[src/rtl/csf_pkg.sv]
// Purpose: shared constants and types for the clock source failover block
// Assumes: mclk at 250 MHz, 32-bit AHB-Lite register port
// Notes:   register offsets are byte addresses of aligned words
`default_nettype none

package csf_pkg;

  // ----------------------------------------------------------------
  // register map
  // ----------------------------------------------------------------
  localparam logic [11:0] OFF_CTRL = 12'h000;
  localparam logic [11:0] OFF_SEL = 12'h004;
  localparam logic [11:0] OFF_STAT = 12'h008;
  localparam logic [11:0] OFF_FLAG = 12'h00C;

  // bit 0 is fastOn, bit 7 is slowBypass
  typedef struct packed {
    logic slowBypass;
    logic slowOn;
    logic monitorEn;
    logic pllSrcExt;
    logic pllOn;
    logic fastIntOn;
    logic fastBypass;
    logic fastOn;
  } csf_ctrl_t;

  localparam csf_ctrl_t CTRL_RST = 8'h04;

  typedef enum logic [1:0] {
    SEL_INT = 2'h0,
    SEL_EXT = 2'h1,
    SEL_PLL = 2'h2
  } csf_sel_t;

  localparam int FLAG_FAIL_BIT = 0;
  localparam int STAT_FAST_RDY_BIT = 0;
  localparam int STAT_MON_BIT = 1;
  localparam int STAT_SLOW_RDY_BIT = 2;
  localparam int STAT_SEL_LSB = 4;

  // ----------------------------------------------------------------
  // timing
  // ----------------------------------------------------------------
  localparam int CLK_PERIOD_NS = 4;
  localparam int FAST_STARTUP_NS = 2000;
  localparam int FAIL_WINDOW_NS = 1000;
  localparam logic [9:0] FAST_STARTUP_CYC =
    10'((FAST_STARTUP_NS + CLK_PERIOD_NS - 1) / CLK_PERIOD_NS);
  localparam logic [9:0] FAIL_WINDOW_CYC =
    10'((FAIL_WINDOW_NS + CLK_PERIOD_NS - 1) / CLK_PERIOD_NS);
  localparam logic [2:0] SLOW_READY_EDGES = 3'h4;

endpackage

`default_nettype wire

[src/rtl/csf_clock_failover.sv]
// Purpose: clock source control with fast external oscillator supervision
// Assumes: single clock mclk, synchronous active-low nrst, AHB-Lite slave
// Notes:   oscillator pins are sampled through two flip-flops before use
//
// How it works
// - fast external input works with a crystal or a bypass clock
// - fast bypass: outside drives about 50% duty, output pin left floating
// - slow bypass: up to 1 MHz clock in, slow output pin floating
// - slow external runs a 32.768 kHz crystal and may feed the RTC
// - failure monitor stays idle until software enables it
// - monitor starts after fast startup delay, stops when oscillator off
// - detected fast failure switches the fast oscillator off
// - failure is sent as an event to the timer break input
// - failure raises the clock failure interrupt on the NMI vector
// - system clock moves to internal oscillator if it used the failed one
// - PLL is switched off if it used the failed source for system clock
// - system clock chosen among internal, external and PLL
// - every clock source has its own on/off control
`default_nettype none

module csf_clock_failover (
  // clock and reset
  input wire logic mclk,
  input wire logic nrst,
  // ahb-lite slave
  input wire logic hsel,
  input wire logic [11:0] haddr,
  input wire logic [1:0] htrans,
  input wire logic hwrite,
  input wire logic [2:0] hsize,
  input wire logic [31:0] hwdata,
  input wire logic hready,
  output logic hreadyout,
  output logic hresp,
  output logic [31:0] hrdata,
  // oscillator pins
  input wire logic fastOscInputPin,
  output logic fastOscOutputPin,
  output logic fastOscOutputPinOe,
  input wire logic slowOscInputPin,
  output logic slowOscOutputPin,
  output logic slowOscOutputPinOe,
  // clock tree controls
  output logic fastExtOscEn,
  output logic fastIntOscEn,
  output logic pllEn,
  output logic pllSrcFastExt,
  output logic [1:0] systemClockSel,
  output logic rtcClkFromSlowExt,
  // failure events
  output logic timerBreakPulse,
  output logic clockFailureIrq
);

  csf_pkg::csf_ctrl_t ctrl_q;
  csf_pkg::csf_sel_t sel_q;
  logic failFlag_q;
  logic brk_q;
  logic fastMeta_q, fastSync_q, fastDly_q;
  logic slowMeta_q, slowSync_q, slowDly_q;
  logic [9:0] startCnt_q;
  logic fastReady_q;
  logic [9:0] winCnt_q;
  logic [2:0] slowCnt_q;
  logic slowReady_q;
  logic wrPend_q;
  logic [11:0] wrAddr_q;
  logic [31:0] rdData_q;
  logic addrPhase, fastEdge, slowEdge, monActive, failDet, usesExt, pllOff;
  logic flagClr;
  logic [31:0] rdMux;

  // ----------------------------------------------------------------
  // bus slave
  // ----------------------------------------------------------------
  // zero wait states, so the data phase always completes in one cycle
  assign hreadyout = 1'b1;
  assign hresp = 1'b0;
  assign hrdata = rdData_q;
  assign addrPhase = hsel && htrans[1] && hready;

  always_ff @(posedge mclk) begin
    if (!nrst) begin
      wrPend_q <= 1'b0;
      wrAddr_q <= 12'h000;
    end else begin
      wrPend_q <= addrPhase && hwrite && (hsize == 3'h2);
      wrAddr_q <= haddr;
    end
  end

  always_comb begin
    rdMux = 32'h0000_0000;
    unique case (haddr)
      csf_pkg::OFF_CTRL: rdMux[7:0] = ctrl_q;
      csf_pkg::OFF_SEL: rdMux[1:0] = sel_q;
      csf_pkg::OFF_STAT: begin
        rdMux[csf_pkg::STAT_FAST_RDY_BIT] = fastReady_q;
        rdMux[csf_pkg::STAT_MON_BIT] = monActive;
        rdMux[csf_pkg::STAT_SLOW_RDY_BIT] = slowReady_q;
        rdMux[csf_pkg::STAT_SEL_LSB +: 2] = sel_q;
      end
      csf_pkg::OFF_FLAG: rdMux[csf_pkg::FLAG_FAIL_BIT] = failFlag_q;
      default: rdMux = 32'h0000_0000;
    endcase
  end

  // read data captured at the address phase, stands through data phase
  always_ff @(posedge mclk) begin
    if (!nrst) begin
      rdData_q <= 32'h0000_0000;
    end else if (addrPhase && !hwrite) begin
      rdData_q <= rdMux;
    end
  end

  // ----------------------------------------------------------------
  // pin synchronisers
  // ----------------------------------------------------------------
  always_ff @(posedge mclk) begin
    if (!nrst) begin
      fastMeta_q <= 1'b0;
      fastSync_q <= 1'b0;
      fastDly_q <= 1'b0;
      slowMeta_q <= 1'b0;
      slowSync_q <= 1'b0;
      slowDly_q <= 1'b0;
    end else begin
      fastMeta_q <= fastOscInputPin;
      fastSync_q <= fastMeta_q;
      fastDly_q <= fastSync_q;
      slowMeta_q <= slowOscInputPin;
      slowSync_q <= slowMeta_q;
      slowDly_q <= slowSync_q;
    end
  end

  // both edges count, so a running source restarts the window every half period
  assign fastEdge = fastSync_q ^ fastDly_q;
  assign slowEdge = slowSync_q ^ slowDly_q;

  // ----------------------------------------------------------------
  // startup and readiness
  // ----------------------------------------------------------------
  // startup delay gate
  always_ff @(posedge mclk) begin
    if (!nrst || !ctrl_q.fastOn) begin
      startCnt_q <= 10'h000;
      fastReady_q <= 1'b0;
    end else if (startCnt_q == csf_pkg::FAST_STARTUP_CYC - 10'h001) begin
      fastReady_q <= 1'b1;
    end else begin
      startCnt_q <= startCnt_q + 10'h001;
    end
  end

  always_ff @(posedge mclk) begin
    if (!nrst || !ctrl_q.slowOn) begin
      slowCnt_q <= 3'h0;
      slowReady_q <= 1'b0;
    end else if (slowCnt_q == csf_pkg::SLOW_READY_EDGES) begin
      slowReady_q <= 1'b1;
    end else if (slowEdge) begin
      slowCnt_q <= slowCnt_q + 3'h1;
    end
  end
  assign rtcClkFromSlowExt = slowReady_q;

  // ----------------------------------------------------------------
  // failure detector
  // ----------------------------------------------------------------
  // monitor active only when enabled, on and started
  assign monActive = ctrl_q.monitorEn && ctrl_q.fastOn && fastReady_q;

  always_ff @(posedge mclk) begin
    if (!nrst || !monActive || fastEdge) begin
      winCnt_q <= 10'h000;
    end else begin
      winCnt_q <= winCnt_q + 10'h001;
    end
  end
  assign failDet = monActive && !fastEdge &&
                   (winCnt_q == csf_pkg::FAIL_WINDOW_CYC - 10'h001);

  assign usesExt = (sel_q == csf_pkg::SEL_EXT) ||
                   ((sel_q == csf_pkg::SEL_PLL) && ctrl_q.pllSrcExt);
  assign pllOff = (sel_q == csf_pkg::SEL_PLL) && ctrl_q.pllSrcExt;
  assign flagClr = wrPend_q && (wrAddr_q == csf_pkg::OFF_FLAG) &&
                   hwdata[csf_pkg::FLAG_FAIL_BIT];

  // sticky flag, a new failure wins over the clear
  always_ff @(posedge mclk) begin
    if (!nrst) begin
      failFlag_q <= 1'b0;
    end else if (failDet) begin
      failFlag_q <= 1'b1;
    end else if (flagClr) begin
      failFlag_q <= 1'b0;
    end
  end

  assign clockFailureIrq = failFlag_q;

  always_ff @(posedge mclk) begin
    if (!nrst) begin
      brk_q <= 1'b0;
    end else begin
      brk_q <= failDet;
    end
  end
  assign timerBreakPulse = brk_q;

  // ----------------------------------------------------------------
  // source control and system clock select
  // ----------------------------------------------------------------
  // per-source enables, failure overrides software
  always_ff @(posedge mclk) begin
    if (!nrst) begin
      ctrl_q <= csf_pkg::CTRL_RST;
    end else begin
      if (wrPend_q && wrAddr_q == csf_pkg::OFF_CTRL) begin
        ctrl_q <= hwdata[7:0];
        // internal oscillator may not stop while it is the system clock
        if (sel_q == csf_pkg::SEL_INT) begin
          ctrl_q.fastIntOn <= 1'b1;
        end
      end
      if (failDet) begin
        ctrl_q.fastOn <= 1'b0;
        if (usesExt) begin
          ctrl_q.fastIntOn <= 1'b1;
        end
        // pll off with its failed reference only when it drives the system clock
        if (pllOff) begin
          ctrl_q.pllOn <= 1'b0;
        end
      end
    end
  end

  // software select, forced fallback on failure
  always_ff @(posedge mclk) begin
    if (!nrst) begin
      sel_q <= csf_pkg::SEL_INT;
    end else if (failDet && usesExt) begin
      sel_q <= csf_pkg::SEL_INT;
    end else if (wrPend_q && wrAddr_q == csf_pkg::OFF_SEL && hwdata[1:0] != 2'h3) begin
      sel_q <= csf_pkg::csf_sel_t'(hwdata[1:0]);
    end
  end

  assign fastExtOscEn = ctrl_q.fastOn;
  assign fastIntOscEn = ctrl_q.fastIntOn;
  assign pllEn = ctrl_q.pllOn;
  assign pllSrcFastExt = ctrl_q.pllSrcExt;
  assign systemClockSel = sel_q;

  // ----------------------------------------------------------------
  // oscillator output pins
  // ----------------------------------------------------------------
  // crystal mode drives the feedback pin, bypass leaves it floating
  assign fastOscOutputPinOe = ctrl_q.fastOn && !ctrl_q.fastBypass;
  assign fastOscOutputPin = !fastSync_q;
  // slow bypass keeps its output pin floating
  assign slowOscOutputPinOe = ctrl_q.slowOn && !ctrl_q.slowBypass;
  assign slowOscOutputPin = !slowSync_q;
endmodule // csf_clock_failover

`default_nettype wire

[config.mk]
export PLATFORM = sky130hd
export DESIGN_NAME = csf_clock_failover
export DESIGN_NICKNAME = d
export VERILOG_FILES = /design/src/rtl/csf_pkg.sv /design/src/rtl/csf_clock_failover.sv
export SDC_FILE = /design/constraint.sdc
export NUM_CORES = 1
export LEC_CHECK = 0
export BUFFER_PORTS_ARGS = -buffer_cell sky130_fd_sc_hd__buf_4
export CORE_MARGIN = 5
export CORE_UTILIZATION = 38
export CTS_CLUSTER_SIZE = 8
export DETAILED_ROUTE_END_ITERATION = 16
export PLACE_DENSITY_LB_ADDON = 0.2
export SYNTH_ARGS = -nofsm -noshare
export SYNTH_HDL_FRONTEND = slang
export SYNTH_SLANG_ARGS = --single-unit
export TNS_END_PERCENT = 10
[constraint.sdc]
create_clock -name mclk -period 1.9 [get_ports mclk]
set_input_delay 0.285 -clock mclk [delete_from_list [all_inputs] [get_ports mclk]]
set_output_delay 0.285 -clock mclk [all_outputs]
set_load 0.05 [all_outputs]
==> out/metrics.yaml <==
p_leak_nw: 1.42
drv_cap: 0
cp-start-kind: "register"
antenna_found_initial: 0
slowest_delay_ns: 0.48
gp_congestion: 0.723
grt_pass1_vias: 1977
clock_skew_ns: 0.00636
dieArea_um2: 9100
worst_hold_path_type: "in -> reg"
async_flop_share_pct: 0
routed_wl_mm: 5.51
syn_area_um2: 2770
place_inst: 439
grt.total_usage_pct: 13.3
finalNetCount: 412
die_y_um: 95.4
cp_data_required_time_ns: 2.16
fmax_ghz: 0.597
worstPathArrival_ns: 1.93
grt.overflow.total: 0
synth_top_area_share_pct: 46.2
final_common_cell: "dfxtp_1"
path_cells: "nor4_1 > nand4_1 > or3_1 > a211oi_1"
grt_max_degree: 26
grt_pass1_wl_mm: 9.25
drv_slew: 0
synth_edf_count: 0
io_pins: 103
postCtsHoldBufs: 0
setup_viol: 0
synth_area_leader_cell: "dfxtp_1"
io_buffer_count: 51
netlist_instances: 295
diodes: 0
ctsHtreeMaxLevel: 3
synth_flop_cell: "dfxtp_1"
slew_headroom_pct: 65.7
fin_crit_ns: 1.68
fin_crit_sh_pct: 88.2
clockRootBuffer: "clkbuf_8"
cts.clk_slew.worst_paths_ns: 0.07
num_rows: 31
drc: 0
design_area_um2: 3340
final_hold_viol_count: 0
cts.sinks: 64
clk_latency_ns: 0.33
area_growth_pct: 20.7
synth_area_per_cell_um2: 9.39
cp-end-kind: "register"
core-area_um2: 7180
power.density_nw_per_um2: 812
fp.dieW_um: 95.4
peakVddDrop_uv: 405
cpMaxStageDelayCell: "nor4_1"
ys_warn_count: 0
wl_per_cell_um: 12.1
ctsResizeCount: 0
path_max_fanout: 3
drt_pass1_iterations: 5
cts_tree: "done"
crit_type: "reg -> reg"
postCtsSetupBuffers: 0
final_util_pct: 46.6
placed_area_um2: 3160
synth.distinct_cells: 42
status: "finished, final reports clean"
viasPerCell: 4.58
drtAntennaViolNets: 0
stdcell_count: 454
synth-seq-area-share_pct: 46.2
final_cell_mix: "64 x dfxtp_1, 53 x buf_4, 30 x nor2_1"
vias: 2078
drive_above_1_share_pct: 20.6
setup-tns-final_ns: 0
drt_iter0_drc: 123
dp_hpwl_mm: 4.08
cts_max_path_buffers: 2
floorplan.initialDensity_pct: 38.6
cts_buffers: 9
num-fill-cells: 715
rsz0062_at_grt: "no"
tightest_slew_ns: 0.509
finalHoldWorstSlack_ns: 0.108
ys_ff_latch: 64
ys_top_cells_by_area: "dfxtp_1 46%, buf_4 7.0%, xor2_1 4.1%"
[final cells by class]
cell class	count	area [um2]	share of cell area (%)
multi-input cells	214	1320	39.5
flip-flops and latches	64	1280	38.3
inverters	9	33.8	1.01
well taps	99	124	3.70
clock inverters	4	45.0	1.35
repair buffers	53	398	11.9
clock buffers	11	141	4.23
[report_power, final]
part / switching, mW / internal, mW / total (mW)
sequential: 0.00686 / 1.36 / 1.37
combinational: 0.170 / 0.0649 / 0.234
clock: 0.486 / 0.628 / 1.11
total: 0.663 / 2.05 / 2.72
[worst paths after layout]
path                             startpoint           endpoint  slack [ns]  cells after the start
worst max-delay path            wrAddr_q[9]  systemClockSel[1]        0.22                      4
worst min-delay path               hsize[2]           wrPend_q        0.11                      2
worst max register to register  wrAddr_q[9]  systemClockSel[1]        0.22                      4
worst min register to register   fastMeta_q         fastSync_q        0.44                      1
[registers in the layout, indices dropped and copies added, names as in the netlist, 2 cells and up]
register        flops
startCnt_q         10
slowCnt_q           3
ctrl_q              4
hrdata              8
wrAddr_q           12
winCnt_q           10
systemClockSel      2
[kinds of logic (layout without fill, tap and decap cells)]
family | count (synthesis) | in the layout | synth area share [%]
AO/OA/AOI/OAI | 28 | 28 | 5.73
XOR/XNOR | 17 | 17 | 5.37
adder cells (fa/ha/maj) | 5 | 5 | 2.26
buffers and inverters | 41 | 77 | 9.35
flip-flops | 64 | 64 | 46.2
multiplexers | 12 | 12 | 4.79
other | 2 | 26 | 0.271
AND/OR/NAND/NOR | 126 | 126 | 26.0
[cells in the mapped netlist (2+ instances only)]
library cell and instances:
a211oi_1 2, a21oi_1 12, and2_1 17, and4_1 4, buf_4 26, clkbuf_1 5, conb_1 2, dfxtp_1 64
ha_1 5, inv_1 9, mux2i_1 11, nand2_1 19, nand2b_1 3, nand3_1 15, nand3b_1 2, nand4_1 4
nand4b_1 2, nor2_1 30, nor2b_1 4, nor3_1 6, nor3b_1 3, nor4_1 2, o21ai_0 5, o21ai_1 5
or3_1 6, xnor2_1 4, xor2_1 13
[per-stage QoR]
step	power (mW)	worst slack (ns)
global placement	1.63	0.143
floorplan	1.60	0.0937
detailed placement	1.63	0.116
global route	2.85	0.0215
CTS	2.76	0.209
finish	2.72	0.225
[layer usage]
metal  vias up  share of wire [%]  track usage [%]
met4         0                1.0             4.27
met5         -                  0                0
met1       946                 46             16.2
met2        60                 44             20.9
met3         5                8.9             5.92
li1       1067                  -                -
[worst max-delay path, delay by kind of cell (launching register included)]
| kind | cells | cell delay [ns] |
|---|---|---|
| compound gates | 1 | 0.22 |
| flops | 1 | 0.30 |
| simple gates | 3 | 1.08 |
Power figures use the tool's default switching activity.
